File: src/core/ict_map.svh
// Constants for the instruction cycle timing block
`ifndef ICT_MAP_SVH
`define ICT_MAP_SVH
`define ICT_RESTART_COUNT  17'h10000
`define ICT_IDLE_MIN       8'h10
`define ICT_BASE_SIMPLE    8'h02
`define ICT_BASE_BRANCH    8'h04
`define ICT_BASE_JUMP      8'h06
`define ICT_BASE_CALL      8'h08
`define ICT_BASE_PMOVE     8'h08
`define ICT_BASE_BFBR      8'h08
`define ICT_BASE_RET       8'h0A
`define ICT_TRUE_EXTRA     8'h02
`define ICT_IMM_EXTRA      8'h02
`define ICT_AM_SHORT_CYC   8'h02
`define ICT_AM_LONG_CYC    8'h04
`define ICT_AM_ABS_CYC     8'h02
`define ICT_OSC_PER_ICYC   8'h02
`endif

File: src/core/ict_pkg.sv
// Types for the instruction cycle timing block
package ict_pkg;
  typedef enum logic [3:0] {
    ICT_OP_SIMPLE   = 4'h0,
    ICT_OP_CTRL     = 4'h1,
    ICT_OP_PMOVE    = 4'h2,
    ICT_OP_BFMOD    = 4'h3,
    ICT_OP_BFTEST   = 4'h4,
    ICT_OP_BFBR     = 4'h5,
    ICT_OP_CBRANCH  = 4'h6,
    ICT_OP_CJUMP    = 4'h7,
    ICT_OP_UJUMP    = 4'h8,
    ICT_OP_CALL     = 4'h9,
    ICT_OP_RET      = 4'hA,
    ICT_OP_IDLE     = 4'hB,
    ICT_OP_HALT     = 4'hC,
    ICT_OP_DUALREAD = 4'hD
  } ict_op_t;
  typedef enum logic [1:0] {
    ICT_PM_NONE = 2'h0,
    ICT_PM_X    = 2'h1,
    ICT_PM_XX   = 2'h2
  } ict_pmove_t;
  typedef enum logic [1:0] {
    ICT_CM_IMM = 2'h0,
    ICT_CM_REG = 2'h1,
    ICT_CM_MEM = 2'h2
  } ict_cmode_t;
  typedef enum logic [2:0] {
    ICT_AM_NONE  = 3'h0,
    ICT_AM_IDXN  = 3'h1,
    ICT_AM_IMM   = 3'h2,
    ICT_AM_ABS   = 3'h3,
    ICT_AM_SDISP = 3'h4,
    ICT_AM_LDISP = 3'h5
  } ict_amode_t;
  typedef enum logic [3:0] {
    ICT_ST_IDLE = 4'b0001,
    ICT_ST_RUN  = 4'b0010,
    ICT_ST_HALT = 4'b0100,
    ICT_ST_WAKE = 4'b1000
  } ict_state_t;
endpackage

File: src/core/ict_seq.sv
// Instruction sequencer that times each instruction in oscillator clocks
`timescale 1ns/100ps
`default_nettype none
`include "ict_map.svh"
module ict_seq #(
  parameter int W            = 8,
  parameter int RESTART_CYC  = 65536
) (
  // Clock and reset
  input  wire logic                mclk_i,
  input  wire logic                rstn_i,
  // Instruction issue
  input  wire logic                issue_i,
  input  wire ict_pkg::ict_op_t    op_i,
  input  wire ict_pkg::ict_pmove_t pmove_i,
  input  wire ict_pkg::ict_cmode_t cmode_i,
  input  wire ict_pkg::ict_amode_t amode_i,
  input  wire logic                mem_opnd_i,
  input  wire logic                cond_true_i,
  input  wire logic                two_word_i,
  // Memory placement and waits
  input  wire logic                x_ext_i,
  input  wire logic                x2_ext_i,
  input  wire logic                p_ext_i,
  input  wire logic                pdata_ext_i,
  input  wire logic                fetch_ext_i,
  input  wire logic [W-1:0]        xmem_wait_states_i,
  input  wire logic [W-1:0]        pmem_wait_states_i,
  // Wake events
  input  wire logic                int_pending_i,
  input  wire logic                osc_restart_i,
  // Status
  output logic                     busy_o,
  output logic                     done_o,
  output logic                     icyc_o,
  output logic                     osc_en_o,
  output logic                     core_clk_en_o,
  output logic [W-1:0]             cost_o
);
  ict_pkg::ict_state_t state_r;
  logic [W-1:0]  cost_nxt;
  logic [W-1:0]  cnt_r;
  logic [16:0]   wake_r;
  logic          phase_r;
  logic          op_r_idle;

  ict_cost #(.W(W)) u_cost (
    .op_i               (op_i),
    .pmove_i            (pmove_i),
    .cmode_i            (cmode_i),
    .amode_i            (amode_i),
    .mem_opnd_i         (mem_opnd_i),
    .cond_true_i        (cond_true_i),
    .two_word_i         (two_word_i),
    .x_ext_i            (x_ext_i),
    .x2_ext_i           (x2_ext_i),
    .p_ext_i            (p_ext_i),
    .pdata_ext_i        (pdata_ext_i),
    .fetch_ext_i        (fetch_ext_i),
    .xmem_wait_states_i (xmem_wait_states_i),
    .pmem_wait_states_i (pmem_wait_states_i),
    .cost_o             (cost_nxt)
  );

  // Sequencer states
  always_ff @(posedge mclk_i or negedge rstn_i)
  begin
    if (!rstn_i)
      state_r <= ict_pkg::ICT_ST_IDLE;
    else
      unique case (state_r)
        ict_pkg::ICT_ST_IDLE:
          if (issue_i)
            state_r <= (op_i == ict_pkg::ICT_OP_HALT) ? ict_pkg::ICT_ST_HALT
                                                      : ict_pkg::ICT_ST_RUN;
        ict_pkg::ICT_ST_RUN:
          if (cnt_r == W'(1) && !(op_r_idle && !int_pending_i))
            state_r <= ict_pkg::ICT_ST_IDLE;
        ict_pkg::ICT_ST_HALT:
          if (osc_restart_i)
            state_r <= ict_pkg::ICT_ST_WAKE;
        ict_pkg::ICT_ST_WAKE:
          if (wake_r == 17'(RESTART_CYC - 1))
            state_r <= ict_pkg::ICT_ST_IDLE;
        default:
          state_r <= ict_pkg::ICT_ST_IDLE;
      endcase
  end

  // Idle instruction holds past its minimum until an interrupt arrives
  always_ff @(posedge mclk_i or negedge rstn_i)
  begin
    if (!rstn_i)
      op_r_idle <= 1'b0;
    else if (state_r == ict_pkg::ICT_ST_IDLE && issue_i)
      op_r_idle <= (op_i == ict_pkg::ICT_OP_IDLE);
  end

  // Oscillator clock countdown of the running instruction
  always_ff @(posedge mclk_i or negedge rstn_i)
  begin
    if (!rstn_i)
      cnt_r <= '0;
    else if (state_r == ict_pkg::ICT_ST_IDLE && issue_i)
      cnt_r <= cost_nxt;
    else if (state_r == ict_pkg::ICT_ST_RUN && cnt_r > W'(1))
      cnt_r <= W'(cnt_r - W'(1));
  end

  // Restart counter runs only after the oscillator is back
  always_ff @(posedge mclk_i or negedge rstn_i)
  begin
    if (!rstn_i)
      wake_r <= '0;
    else if (state_r == ict_pkg::ICT_ST_WAKE)
      wake_r <= 17'(wake_r + 17'h00001);
    else
      wake_r <= '0;
  end

  // Instruction cycle phase, two oscillator clocks each
  always_ff @(posedge mclk_i or negedge rstn_i)
  begin
    if (!rstn_i)
      phase_r <= 1'b0;
    else if (state_r == ict_pkg::ICT_ST_RUN)
      phase_r <= ~phase_r;
    else
      phase_r <= 1'b0;
  end

  // Registered outputs
  always_ff @(posedge mclk_i or negedge rstn_i)
  begin
    if (!rstn_i)
    begin
      busy_o        <= 1'b0;
      done_o        <= 1'b0;
      icyc_o        <= 1'b0;
      osc_en_o      <= 1'b1;
      core_clk_en_o <= 1'b1;
      cost_o        <= '0;
    end
    else
    begin
      busy_o   <= (state_r != ict_pkg::ICT_ST_IDLE) || issue_i;
      done_o   <= state_r == ict_pkg::ICT_ST_RUN && cnt_r == W'(1)
                  && !(op_r_idle && !int_pending_i);
      icyc_o   <= state_r == ict_pkg::ICT_ST_RUN && phase_r;
      osc_en_o <= !(state_r == ict_pkg::ICT_ST_HALT && !osc_restart_i)
                  && !(state_r == ict_pkg::ICT_ST_IDLE && issue_i
                       && op_i == ict_pkg::ICT_OP_HALT);
      core_clk_en_o <= (state_r == ict_pkg::ICT_ST_IDLE && !(issue_i
                        && op_i == ict_pkg::ICT_OP_HALT))
                       || state_r == ict_pkg::ICT_ST_RUN
                       || (state_r == ict_pkg::ICT_ST_WAKE
                           && wake_r == 17'(RESTART_CYC - 1));
      if (state_r == ict_pkg::ICT_ST_IDLE && issue_i)
        cost_o <= cost_nxt;
    end
  end
endmodule
`default_nettype wire

File: src/core/ict_cost.sv
// Combinational cost calculator for one instruction
`timescale 1ns/100ps
`default_nettype none
`include "ict_map.svh"
module ict_cost #(
  parameter int W = 8
) (
  // Instruction description
  input  wire ict_pkg::ict_op_t    op_i,
  input  wire ict_pkg::ict_pmove_t pmove_i,
  input  wire ict_pkg::ict_cmode_t cmode_i,
  input  wire ict_pkg::ict_amode_t amode_i,
  input  wire logic                mem_opnd_i,
  input  wire logic                cond_true_i,
  input  wire logic                two_word_i,
  // Memory placement and waits
  input  wire logic                x_ext_i,
  input  wire logic                x2_ext_i,
  input  wire logic                p_ext_i,
  input  wire logic                pdata_ext_i,
  input  wire logic                fetch_ext_i,
  input  wire logic [W-1:0]        xmem_wait_states_i,
  input  wire logic [W-1:0]        pmem_wait_states_i,
  // Result in oscillator clocks
  output logic [W-1:0]             cost_o
);
  logic [W-1:0] xacc;
  logic [W-1:0] xxacc;
  logic [W-1:0] pacc;
  logic [W-1:0] pdacc;
  logic [W-1:0] amc;
  logic [W-1:0] pmx;
  logic [W-1:0] jmpx;
  logic [W-1:0] tru;
  always_comb
  begin
    xacc  = x_ext_i ? xmem_wait_states_i : '0;
    xxacc = (x_ext_i || x2_ext_i) ? xmem_wait_states_i : '0;
    pacc  = p_ext_i ? pmem_wait_states_i : '0;
    pdacc = pdata_ext_i ? pmem_wait_states_i : '0;
    tru = cond_true_i ? W'(`ICT_TRUE_EXTRA) : '0;
    unique case (amode_i)
      ict_pkg::ICT_AM_IDXN:  amc = W'(`ICT_AM_SHORT_CYC);
      ict_pkg::ICT_AM_IMM:   amc = W'(`ICT_AM_ABS_CYC);
      ict_pkg::ICT_AM_ABS:   amc = W'(`ICT_AM_ABS_CYC);
      ict_pkg::ICT_AM_SDISP: amc = W'(`ICT_AM_SHORT_CYC);
      ict_pkg::ICT_AM_LDISP: amc = W'(`ICT_AM_LONG_CYC);
      default:               amc = '0;
    endcase
    unique case (pmove_i)
      ict_pkg::ICT_PM_X:  pmx = xacc;
      ict_pkg::ICT_PM_XX: pmx = xxacc;
      default:            pmx = '0;
    endcase
    jmpx = W'(pacc + pacc);
    if (two_word_i && fetch_ext_i)
    begin
      jmpx = W'(jmpx + pmem_wait_states_i);
    end
    unique case (op_i)
      ict_pkg::ICT_OP_CTRL:
        unique case (cmode_i)
          ict_pkg::ICT_CM_IMM: cost_o = W'(`ICT_BASE_SIMPLE + `ICT_IMM_EXTRA);
          ict_pkg::ICT_CM_MEM: cost_o = W'(`ICT_BASE_SIMPLE + amc + xacc);
          default:             cost_o = W'(`ICT_BASE_SIMPLE);
        endcase
      ict_pkg::ICT_OP_PMOVE:   cost_o = W'(`ICT_BASE_PMOVE + pdacc);
      ict_pkg::ICT_OP_BFMOD:
        cost_o = mem_opnd_i ? W'(`ICT_BASE_BRANCH + amc + xacc + xacc)
                            : W'(`ICT_BASE_BRANCH);
      ict_pkg::ICT_OP_BFTEST:
        cost_o = mem_opnd_i ? W'(`ICT_BASE_BRANCH + amc + xacc)
                            : W'(`ICT_BASE_BRANCH);
      ict_pkg::ICT_OP_BFBR:
        cost_o = W'(`ICT_BASE_BFBR + tru + amc + xacc + xacc + tru + jmpx);
      ict_pkg::ICT_OP_CBRANCH: cost_o = W'(`ICT_BASE_BRANCH + tru + jmpx);
      ict_pkg::ICT_OP_CJUMP:   cost_o = W'(`ICT_BASE_BRANCH + tru + jmpx);
      ict_pkg::ICT_OP_UJUMP:   cost_o = W'(`ICT_BASE_JUMP + jmpx);
      ict_pkg::ICT_OP_CALL:    cost_o = W'(`ICT_BASE_CALL + jmpx);
      ict_pkg::ICT_OP_RET:
        cost_o = W'(`ICT_BASE_RET + pacc + pacc + xacc + xacc);
      ict_pkg::ICT_OP_IDLE:    cost_o = W'(`ICT_IDLE_MIN);
      ict_pkg::ICT_OP_DUALREAD:
        cost_o = (pmove_i == ict_pkg::ICT_PM_XX)
               ? W'(`ICT_BASE_SIMPLE + pmx) : W'(`ICT_BASE_SIMPLE);
      default:                 cost_o = W'(`ICT_BASE_SIMPLE + pmx);
    endcase
  end
endmodule
`default_nettype wire

File: config.mk
export PLATFORM = sky130hd
export DESIGN_NAME = ict_seq
export DESIGN_NICKNAME = d
export VERILOG_FILES = /design/src/core/ict_pkg.sv /design/src/core/ict_seq.sv /design/src/core/ict_cost.sv
export VERILOG_INCLUDE_DIRS = /design/src /design/src/core
export SDC_FILE = /design/constraint.sdc
export NUM_CORES = 1
export LEC_CHECK = 0
export BUFFER_PORTS_ARGS = -buffer_cell sky130_fd_sc_hd__buf_2
export CORE_AREA = 2 2 146 148
export DETAILED_ROUTE_END_ITERATION = 6
export DIE_AREA = 0 0 148 150
export PLACE_DENSITY = 0.45
export SLEW_MARGIN = 30
export SYNTH_ARGS = -nofsm -noshare
export SYNTH_HDL_FRONTEND = slang
export SYNTH_HIERARCHICAL = 1
export SYNTH_SLANG_ARGS = --single-unit
File: constraint.sdc
create_clock -name mclk_i -period 4.36 [get_ports mclk_i]
set_input_delay 0.436 -clock mclk_i [delete_from_list [all_inputs] [get_ports mclk_i]]
set_output_delay 0.436 -clock mclk_i [all_outputs]
set_load 0.1 [all_outputs]
Word level (Yosys, flattened, before mapping). Index checks and enable logic that the tools add are counted.

Register bits: 44. Input port bits: 40.

Add/sub/neg operators: 25. Magnitude comparators: 1. Equal/unequal tests: 32. Muxes and demuxes: 23. Bitwise gates (word level): 1. Reductions and logical operators: 29.

Operators with widths (count): 8-bit adder (13); 8-bit one-hot mux with 11 select lines (1); 8-bit 2-to-1 mux (10); 4-bit by 8-bit adder with 8-bit output, first input constant (4); 8-bit one-hot mux with 2 select lines (2); 4-bit == test, second input constant (7); 4-bit by 3-bit == test with 1-bit output, second input constant (5); 17-bit by 1-bit adder with 17-bit output, second input constant (1); 17-bit by 16-bit == test with 1-bit output, second input constant (1); 17-bit 2-to-1 mux (1); 3-bit by 8-bit adder with 8-bit output, first input constant (2); 4-bit 2-to-1 mux (4); 4-bit one-hot mux with 4 select lines (1); 1-bit logical AND (14); 4-bit by 2-bit == test with 1-bit output, second input constant (3); 2-bit by 8-bit adder with 8-bit output, first input constant (1); 8-bit by 3-bit adder with 8-bit output (1); 4-bit by 1-bit == test with 1-bit output, second input constant (2); 8-bit by 1-bit == test with 1-bit output, second input constant (1); 8-bit by 1-bit > comparator with 1-bit output, second input constant (1); 2-bit != test, second input constant (4); 8-bit by 1-bit subtractor with 8-bit output, second input constant (1); 3-bit by 2-bit == test with 1-bit output, second input constant (2); 3-bit == test, second input constant (2); other kinds (18) (27).

Depth between registers and ports, before layout. Gate-level depths: netlist of run 1.

Word-level depth: 10. Depth in mapped cells: 23. Gate-level depth less buffers: 23.

Cells and area by module. The synthesis of run 1 kept the hierarchy.

By module, submodules not included: ict_cost (times used 1, cells an instance 419, area an instance 2944.1 um^2, sequential area each 0.0 um^2); ict_seq (times used 1, cells an instance 219, area an instance 2114.5 um^2, sequential area each 1104.8 um^2).

Worst setup path before layout of run 1. No wires, ideal clock.

Path kind: input -> register. Start: input pmem_wait_states_i[0]. End: register cnt_r[7]. Library setup time: 0.083 ns. Arrival time: 3.933 ns. Path slack: 0.344 ns. Stages: 20. Cells stage by stage: nand2_1 -> inv_1 -> ha_1 -> fa_1 -> a211oi_1 -> nor3b_1 -> o31a_4 -> inv_2 -> ha_1 -> ha_1 -> ha_1 -> a21o_1 -> a21oi_1 -> xnor2_1 -> or2_2 -> mux2i_1 -> a211oi_1 -> o221ai_1 -> nand2_1 -> o21ai_0.

Longest elaborated chain between the ends: 7. Elaborated cells on any way between the ends: 16. Those cells by class: add/sub: 11; mux: 5.

RTL lines: start: declaration (line ict_seq.sv:28) `input wire logic [W-1:0] pmem_wait_states_i,`; 8-bit 2-to-1 mux (line ict_cost.sv:39) `pacc = p_ext_i ? pmem_wait_states_i : '0;`; 4-bit by 8-bit adder with 8-bit output (no line) or 8-bit adder (tied branches); 8-bit adder, on equally long branches; 8-bit adder (no line) or 8-bit 2-to-1 mux (tied branches); 8-bit adder (no line), or another cell as far along; 8-bit one-hot mux with 11 select lines (*) (line ict_cost.sv:60) `unique case (op_i)`; named net cost_nxt[7] (line ict_seq.sv:41) `logic [W-1:0] cost_nxt;`; 8-bit 2-to-1 mux (*) (line ict_seq.sv:104) `else if (state_r == ict_pkg::ICT_ST_IDLE && issue_i)`; end signal: assignment (line ict_seq.sv:105) `cnt_r <= cost_nxt;`; end signal: assignment (line ict_seq.sv:107) `cnt_r <= W'(cnt_r - W'(1));`; end: declaration (line ict_seq.sv:42) `logic [W-1:0] cnt_r;`.

Mark *: on every way through the listed nets, which the timed path passes. The rest lies on a longest branch. A chain may end at the register's enable or synchronous reset.

Worst setup path in the final report of run 1.
Start: input p_ext_i. End: register cnt_r[6].

Longest elaborated chain between the ends: 7. Elaborated cells on any way between the ends: 14. Those cells by class: add/sub: 10; mux: 4.

RTL lines: start: declaration (line ict_seq.sv:24) `input wire logic p_ext_i,`; 8-bit 2-to-1 mux (*) (line ict_cost.sv:39); 4-bit by 8-bit adder with 8-bit output (no line) or 8-bit adder (tied branches); 8-bit adder, on equally long branches; 8-bit adder (no line) or 8-bit 2-to-1 mux (tied branches); 8-bit adder (no line), or another cell as far along; 8-bit one-hot mux with 11 select lines (*) (line ict_cost.sv:60); named net cost_nxt[6] (line ict_seq.sv:41); 8-bit 2-to-1 mux (*) (line ict_seq.sv:104).

Marks and branches as above.

==> flow_summary.toml, run 1 <==
[worst_hold_path]
hold_class = "primary input to asynchronous set/reset pin"

[synthesis]
synth_async_sr_flop_share = 1.000
synth_nets = 739
synth_top_area_frac = 0.2028
synth.most_common_cell = "nand2_1"
avgSynthCellArea_um2 = 7.929
synth_seq_area_share = 0.2184
ys_types = 75
synth_flop_cell = "dfrtp_1"
ys_warn_count = 6
synth-seq-cells = 44
synth_edf_count = 0
synth_area_leaders = "dfrtp_1 (20%), ha_1 (13%), nand2_1 (6.3%)"
synth_top_cell_by_area = "dfrtp_1"
syn-instance-count = 638
syn_area_mm2 = 0.005059
synth_common_cells = "nand2_1 (85), ha_1 (54), nor2_1 (50), inv_1 (43), dfrtp_1 (41)"

[clock_tree]
ctsLongestPathBuffers = 2
cts_buffers = 5
cts.reportedPaths.clkPinSlew_ns = 0.06
clockRootBuffer = "clkbuf_16"
cts_hold_buf = 0
htreeDepth = 2
cts_sinks = 44
tritoncts = "built"
clk_latency_ns = 0.28
post_cts_buffers = 0

[routing]
drt_pre_antenna_iters = 5
routed_wl_mm = 15.69
ant_nets = 0
route.vias.total = 4770
viasPerCell = 4.897
drt-initial-drc-count = 262
drc = 0
wl_per_cell_um = 16.11

[floorplan]
start_util = 0.2445
core_mm2 = 0.02069
rows = 53
io_pins = 53
die_y_um = 150
die_w_um = 148
dieArea_mm2 = 0.02220

[cells_and_area]
post-route-util = 0.2849
diodes = 0
nNetsFinal = 800
stdcell_area_mm2 = 0.005894
fill_cells = 2291
area_growth_pct = 16.52
drive_gt1_frac = 0.1516

[power]
powerDensity_mw_per_mm2 = 341.6
ir_drop_mv = 0.1561
leakage_nw = 2.623

[critical_path]
crit_top_cell = "ha_1"
cp_top_family = "adder cells"
start_kind = "primary input"
worstSetupEndpointType = "flip-flop"
worstSetupPathType = "primary input to flip-flop"
cp_max_fo = 4
cp.required_ns = 4.52
path_cells = "buf_2 > nand2_1 > inv_1 > ha_1 > fa_1 > a211oi_2 > nor3b_1 > o31a_4 > inv_2 > ha_1 > ha_1 > ha_1 > a21oi_1 > xor2_1 > o221ai_1 > nor4_2 > o211a_1 > o2bb2ai_1 > nand2_1 > nand3_1"
max_stage_delay_ns = 0.43
cp_data_arrival_time_ns = 4.21
path_buf_inv = 3
crit_slowest_cell = "fa_1"

[sta]
max_freq_mhz = 247.1
rsz0062_at_grt = "no"
period_minus_slack_ns = 4.047
worstMarginPinSlew_ns = 0.7139
maxSlewHeadroom = 0.5227
setup_viol = 0
finalMaxSlewViolations = 0
finClkSkew_ns = 0.005263
hold_viol_final = 0
period_share = 0.9283

[place]
place_area_mm2 = 0.005749
io_buffers = 52
dp.final_hpwl_mm = 12.88
routabilityCongestion = 0.8724

[global_route]
grt_usage = 0.1425
antenna_found_initial = 0
grt-ovfl-total = 0
grt_max_degree = 45
grt_pass1_wl_mm = 25.39
grt_pass1_vias = 4653

[job]
maxCapViolations = 0

[outcome]
outcome = "finished clean"
==> layout by cell type (no fill, tap or decap), drive strengths merged, types with 9 or more instances in the layout <==
cell type	instances
o21ai	26
a31oi	9
nor2	50
nand3	27
xnor2	33
dfrtp	41
nor3	19
a21oi	29
ha	54
a211oi	10
xor2	19
nand4	10
inv	45
nor2b	12
and2	12
buf	75
nand2	87
==> final cells by class <==
cell class / instances / area [um^2] / area share
multi-input cells: 528 / 3707 / 0.6290
clock buffers: 6 / 128.9 / 0.02186
clock inverters: 1 / 5.005 / 0.0008491
inverters: 45 / 168.9 / 0.02866
well taps: 275 / 344.1 / 0.05837
flip-flops and latches: 44 / 1105 / 0.1874
repair buffers: 75 / 435.4 / 0.07387
==> through the flow <==
stage / setup slack, ns / setup TNS, ns / hold WS (ns) / total power, mW / cells
after floorplan: 0.3441 / 0 / 0.1404 / 1.392 / 638
final: 0.3125 / 0 / 0.1524 / 2.014 / 974
after global placement: 0.003776 / 0 / 0.4058 / 1.669 / 967
after CTS: 0.2146 / 0 / 0.1763 / 2.029 / 974
after global routing: 0.06982 / 0 / 0.1969 / 2.163 / 974
after detailed placement: -0.04054 / -0.04054 / 0.4071 / 1.665 / 967
==> path summary, 6_finish.rpt <==
check                                  startpoint                    end  slack [ns]  cells past startpoint
setup / recovery                          p_ext_i   cnt_r[6]$_DFFE_PN0P_        0.31                     20
hold / removal                             rstn_i    wake_r[2]$_DFF_PN0_        0.15                      1
setup reg to reg           state_r[0]$_DFFE_PN1P_   cnt_r[1]$_DFFE_PN0P_        2.28                      4
hold reg to reg                 phase_r$_DFF_PN0_      phase_r$_DFF_PN0_        0.41                      1
max in group asynchronous                  rstn_i  op_r_idle$_DFFE_PN0P_        3.83                      1
min in group mclk_i             phase_r$_DFF_PN0_      phase_r$_DFF_PN0_        0.41                      1
==> per-layer routing <==
| metal | GRT usage | vias to the layer above | part of all wire |
|---|---|---|---|
| met5 | 0 | - | 0 |
| met4 | 0.02238 | 0 | 0.0068 |
| met3 | 0.01159 | 8 | 0.025 |
| met2 | 0.2410 | 86 | 0.47 |
| met1 | 0.2016 | 2267 | 0.49 |
| li1 | - | 2409 | - |
==> cells by family (layout without fill, tap and decap cells) <==
| group | Yosys count | count (layout) | synth area share |
|---|---|---|---|
| buffers and inverters | 66 | 127 | 0.05095 |
| adders and majority gates | 61 | 61 | 0.1613 |
| and+or+nand+nor | 269 | 269 | 0.2694 |
| DFF | 44 | 44 | 0.2184 |
| muxes | 8 | 8 | 0.01608 |
| AOI/OAI and AO/OA | 138 | 138 | 0.1902 |
| xor gates and xnor gates | 52 | 52 | 0.09374 |
==> flip-flops by register name, summed over array words and instances (netlist names) <==
name,count
busy_o,1
cnt_r,8
core_clk_en_o,1
cost_o,8
done_o,1
icyc_o,1
op_r_idle,1
osc_en_o,1
phase_r,1
state_r,4
wake_r,17
==> what timing repair did <==
| action | in CTS | in global routing |
|---|---|---|
| hold endpoints to repair | 0 | 0 |
| endpoints found under the setup margin | 0 | 2 |
| gates resized for setup | 0 | 2 |
==> power by group <==
part | internal, mW | switching (mW)
logic | 0.324 | 0.744
registers | 0.502 | 0.0886
clock network | 0.208 | 0.147
total | 1.03 | 0.980
(Power assumes the default switching activity.)
==> run 2: changes to the inputs <==
- REMOVE_ABC_BUFFERS: unset -> 1
==> flow_summary.toml, run 2 (synthesis gave the netlist of run 1 again) <==
[sta]
period_share = 0.9391
finalMaxSlewViolations = 0
hold_viol_final = 0
max_freq_mhz = 244.2
worstMarginPinSlew_ns = 0.8922
setup_viol = 0
period_minus_slack_ns = 4.095
rsz0062_at_grt = "no"
finClkSkew_ns = 0.006844
maxSlewHeadroom = 0.3971
setup_slack_ns = 0.2653

[critical_path]
critPathCapture = "cnt_r[6]$_DFFE_PN0P_"
cp_data_arrival_time_ns = 4.25
cp_num_cells = 20
timing.reg2reg.worst_path_depth = 4
crit_top_cell = "ha_1"
start_kind = "primary input"
cp.required_ns = 4.52
worstReg2RegEnd = "cnt_r[3]$_DFFE_PN0P_"
cp_max_fo = 3
crit_slowest_cell = "fa_1"
path_buf_inv = 3
worstSetupEndpointType = "flip-flop"
reg2reg_from = "state_r[3]$_DFFE_PN0P_"
regToRegSetupSlack_ns = 2.27
worstSetupPathType = "primary input to flip-flop"
max_stage_delay_ns = 0.43
path_cells = "buf_2 > nand2_1 > inv_1 > ha_1 > fa_1 > a211oi_2 > nor3b_1 > o31a_4 > inv_2 > ha_1 > ha_1 > ha_1 > a21oi_1 > xor2_1 > o221ai_1 > nor4_1 > o211a_1 > o2bb2ai_1 > nand2_1 > nand3_1"
worstSetupStartpoint = "p_ext_i"
cp_top_family = "adder cells"

[clock_tree]
cts_buffers = 5
cts.reportedPaths.clkPinSlew_ns = 0.06
tritoncts = "built"
cts_hold_buf = 0
clockRootBuffer = "clkbuf_16"
clk_latency_ns = 0.28
ctsLongestPathBuffers = 2
cts_sinks = 44
htreeDepth = 2

[cells_and_area]
stdcell_area_mm2 = 0.005903
area_growth_pct = 16.70
drive_gt1_frac = 0.1529
top_regs = "wake_r x17, cnt_r x8, cost_o x8"
nNetsFinal = 800
diodes = 0
largest_register_ffs = 17
layout_common_cells = "nand2_1 (85), ha_1 (54), buf_2 (51)"
final_common_cell = "nand2_1"
regMostFlops = "wake_r"

[floorplan]
io_pins = 53
die_w_um = 148
core_mm2 = 0.02069
start_util = 0.2445
dieArea_mm2 = 0.02220
rows = 53
die_y_um = 150

[routing]
ant_nets = 0
drc = 2
route.vias.total = 4792
viasPerCell = 4.915
drt-initial-drc-count = 387
routed_wl_mm = 15.69
drt_pre_antenna_iters = 7
wl_per_cell_um = 16.09

[place]
routabilityCongestion = 0.9048
place_area_mm2 = 0.005749
io_buffers = 52
dp_slack_ns = -0.06333
dp.final_hpwl_mm = 12.79

[power]
powerDensity_mw_per_mm2 = 344.5
total_power_mw = 2.034
ir_drop_mv = 0.1381
leakage_nw = 2.631

[global_route]
grt_pass1_vias = 4624
grt_max_degree = 45
grt_usage = 0.1410
antenna_found_initial = 0
grt_pass1_wl_mm = 25.10
grt-ovfl-total = 0

[outcome]
violations = "DRC"
outcome = "finished, violations left"

[job]
maxCapViolations = 0

[worst_hold_path]
hold_class = "primary input to asynchronous set/reset pin"
## run 2: changes by cell type in the layout (fill, tap and decap cells not counted), sizes merged
cell    before  now
clkinv       1    2
## run 2: worst min-delay path by stage
stage                     slack [ns]         startpoint                endpoint
after floorplan                 0.14             rstn_i        busy_o$_DFF_PN0_
after global placement          0.41  phase_r$_DFF_PN0_       phase_r$_DFF_PN0_
final                           0.15             rstn_i  state_r[2]$_DFFE_PN0P_
after CTS                       0.17             rstn_i    wake_r[15]$_DFF_PN0_
after global routing            0.20             rstn_i  state_r[2]$_DFFE_PN0P_
after detailed placement        0.41  phase_r$_DFF_PN0_       phase_r$_DFF_PN0_
## run 2: final cells by class
type	count	area, um^2
Timing Repair Buffer	75	435.4
Inverter	45	168.9
Fill cell	2328	14790
Multi-Input combinational cell	528	3701
Clock buffer	6	138.9
Clock inverter	2	10.01
Sequential cell	44	1105
Tap cell	275	344.1
## run 2: per-layer routing
metal / vias up / part of all wire / global-route usage
li1: 2414 / - / -
met1: 2249 / 0.49 / 0.1950
met2: 114 / 0.47 / 0.2447
met3: 15 / 0.028 / 0.01189
met4: 0 / 0.012 / 0.02048
met5: - / 0 / 0
## run 2: where the power goes
group          switching (mW)  total (mW)  internal (mW)
Sequential             0.0902       0.592          0.502
Combinational           0.745        1.07          0.322
Clock                   0.148       0.374          0.226
Total                   0.984        2.03           1.05
## run 2: metrics by stage
stage | hold slack, ns | TNS, ns | std cells | util
after floorplan | 0.1404 | 0 | 617 | -
after global placement | 0.4072 | -0.01225 | 967 | 0.2778
after detailed placement | 0.4091 | -0.1660 | 967 | 0.2779
after CTS | 0.1726 | 0 | 975 | 0.2851
after global routing | 0.1990 | 0 | 975 | 0.2853
final | 0.1497 | 0 | 975 | 0.2853
## run 2: what timing repair did
action	4_1_cts	5_1_grt
resized for setup	0	1
setup endpoints to repair	0	2
buffers inserted	0	0
==> run 3: changes to the inputs <==
- ABC_AREA: unset -> 1
- CORE_AREA: 2 2 146 148 -> 2 2 148 150
- DIE_AREA: 0 0 148 150 -> 0 0 150 152
- SYNTH_HIERARCHICAL: 1 -> unset
==> flow_summary.toml, run 3 <==
[critical_path]
worstSetupEndpointType = "flip-flop"
worstSetupPathType = "primary input to flip-flop"
path_cells = "buf_2 > buf_4 > nand2_1 > inv_1 > fa_1 > o21ai_2 > inv_1 > fa_1 > inv_1 > fa_1 > inv_1 > ha_1 > inv_1 > fa_1 > inv_1 > nand2_1 > a22oi_1 > nand2_1 > nor2_1 > o21ai_0 > nor2_1 > nand3_1 > o21ai_2 > a21oi_1"
max_stage_delay_ns = 0.50
cp_data_arrival_time_ns = 4.16
cp_max_fo = 6
cp.required_ns = 4.53
reg2reg_from = "wake_r[0]$_DFF_PN0_"
start_kind = "primary input"
worstSetupStartpoint = "p_ext_i"
crit_slowest_cell = "fa_1"
crit_top_cell = "inv_1"

[clock_tree]
ctsLongestPathBuffers = 2
htreeDepth = 2
clockRootBuffer = "clkbuf_16"
cts_sinks = 44
cts_buffers = 5
cts_hold_buf = 0
tritoncts = "built"
clk_latency_ns = 0.28
cts.reportedPaths.clkPinSlew_ns = 0.06

[sta]
setup_viol = 0
rsz0062_at_grt = "no"
maxSlewHeadroom = 0.4663
finalSetupTns_ns = 0
hold_ws_ns = 0.1459
finClkSkew_ns = 0.005029
period_share = 0.9147
period_minus_slack_ns = 3.988
finalMaxSlewViolations = 0
max_freq_mhz = 250.8
worstMarginPinSlew_ns = 0.7922
hold_viol_final = 0
setup_slack_ns = 0.3720

[synthesis]
synth_common_cells = "nand2_1 (178), inv_1 (128), nor2_1 (86), nand3_1 (66), a21oi_1 (59)"
synth-seq-cells = 44
synth.most_common_cell = "nand2_1"
syn_area_mm2 = 0.005194
ys_types = 48
syn-instance-count = 799
synth_top_cell_by_area = "dfrtp_1"
synth_area_leaders = "dfrtp_1 (20%), nand2_1 (13%), ha_1 (12%)"
avgSynthCellArea_um2 = 6.500
ys_warn_count = 0
synth_flop_cell = "dfrtp_1"
synth_top_area_frac = 0.1975
synth_async_sr_flop_share = 1.000
synth_edf_count = 0
synth_seq_area_share = 0.2127

[floorplan]
die_w_um = 150
io_pins = 53
rows = 54
start_util = 0.2433
dieArea_mm2 = 0.02280
die_y_um = 152
core_mm2 = 0.02135

[routing]
viasPerCell = 4.548
route.vias.total = 5189
ant_nets = 0
drt_pre_antenna_iters = 4
routed_wl_mm = 16.14
drt-initial-drc-count = 268
wl_per_cell_um = 14.14
drc = 0

[global_route]
antenna_found_initial = 0
grt-ovfl-total = 0
grt_pass1_wl_mm = 26.96
grt_max_degree = 45
grt_usage = 0.1467
grt_pass1_vias = 5190

[cells_and_area]
fill_cells = 2443
top_regs = "wake_r x17, cnt_r x8, cost_o x8"
layout_common_cells = "nand2_1 (178), inv_1 (128), nor2_1 (86)"
area_growth_pct = 15.06
final_common_cell = "nand2_1"
nNetsFinal = 960
diodes = 0
regMostFlops = "wake_r"
post-route-util = 0.2799
largest_register_ffs = 17
drive_gt1_frac = 0.1394

[power]
ir_drop_mv = 0.1622
internal_power_mw = 1.011
sw_frac_of_total = 0.4985
leakage_nw = 3.060
pwr-share-comb = 0.538
power_frac_seq = 0.284
powerDensity_mw_per_mm2 = 337.3
clockPowerShare = 0.179
total_power_mw = 2.016
p_switching_mw = 1.005

[job]
maxCapViolations = 0

[place]
dp.final_hpwl_mm = 13.69
io_buffers = 52
routabilityCongestion = 0.8665
dp_slack_ns = 0.06824

[worst_hold_path]
hold_class = "primary input to asynchronous set/reset pin"

[outcome]
outcome = "finished clean"
-- run 3: cell count changes after synthesis, moves of 8 or more --
cell,change
and2_1,-12
nand2_2,+11
inv_1,+85
nand2_1,+93
nand3_1,+39
xor2_1,-8
nor3b_1,-8
a21oi_1,+30
clkbuf_1,-15
nor2_1,+36
nor2b_1,-12
o21ai_0,+25
xnor2_1,-27
-- run 3: final cells by class --
type / instances / area [um^2] / share of cell area
clock buffers: 5 / 125.1 / 0.02094
clock inverters: 2 / 12.51 / 0.002094
inverters: 138 / 518.0 / 0.08668
multi-input cells: 611 / 3535 / 0.5915
flip-flops and latches: 44 / 1105 / 0.1849
well taps: 280 / 350.3 / 0.05863
repair buffers: 61 / 330.3 / 0.05528
-- run 3: critical path: cells and delay by family --
kind	cells	cell delay [ns]
AO/OA/AOI/OAI	5	0.63
adder cells (fa/ha/maj)	5	1.88
buffers and inverters	8	0.69
AND/OR/NAND/NOR	6	0.53
-- run 3: worst paths after layout --
kind	endpoint	slack, ns	cells after the start
max	cnt_r[5]$_DFFE_PN0P_	0.37	24
min	wake_r[2]$_DFF_PN0_	0.15	1
max reg2reg	state_r[1]$_DFFE_PN0P_	1.54	17
min reg2reg	phase_r$_DFF_PN0_	0.43	1
max in group asynchronous	cost_o[4]$_DFFE_PN0P_	3.83	1
min in group mclk_i	busy_o$_DFF_PN0_	0.43	3
-- run 3: logic make-up (layout without fill, tap and decap cells) --
family | after synthesis | count (layout) | synth area share
XOR/XNOR | 18 | 18 | 0.03324
adder cells (fa/ha/maj) | 59 | 59 | 0.1537
AND/OR/NAND/NOR | 391 | 391 | 0.3339
buffers and inverters | 144 | 206 | 0.1074
flip-flops | 44 | 44 | 0.2127
AO/OA/AOI/OAI | 143 | 143 | 0.1590
-- run 3: metrics by stage --
step                      cell area (um^2)  std cells
after global placement                5832       1134
after global routing                  5976       1141
after CTS                             5972       1141
after floorplan                       5154        793
final                                 5976       1141
after detailed placement              5834       1134
-- run 3: per-layer routing --
layer  GRT usage  wire, um  vias to the layer above
met1      0.2043      8057                     2355
met3     0.01411       508                        7
met5           0         0                        -
met2      0.2518      7464                       89
met4     0.01797       110                        0
li1            -         -                     2738
-- run 3: power groups by stage --
stage                     combinational (mW)  clock (mW)  sequential [mW]
after floorplan                        0.544           0            0.857
after detailed placement                1.09           0            0.579
after CTS                               1.09       0.372            0.573
after global placement                  1.09           0            0.578
after global routing                    1.21       0.389            0.587
final                                   1.08       0.361            0.572
-- run 3: timing repair --
item / 4_1_cts / 5_1_grt
resized for setup: 0 / 1
endpoints found under the setup margin: 0 / 1
buffers inserted: 0 / 0
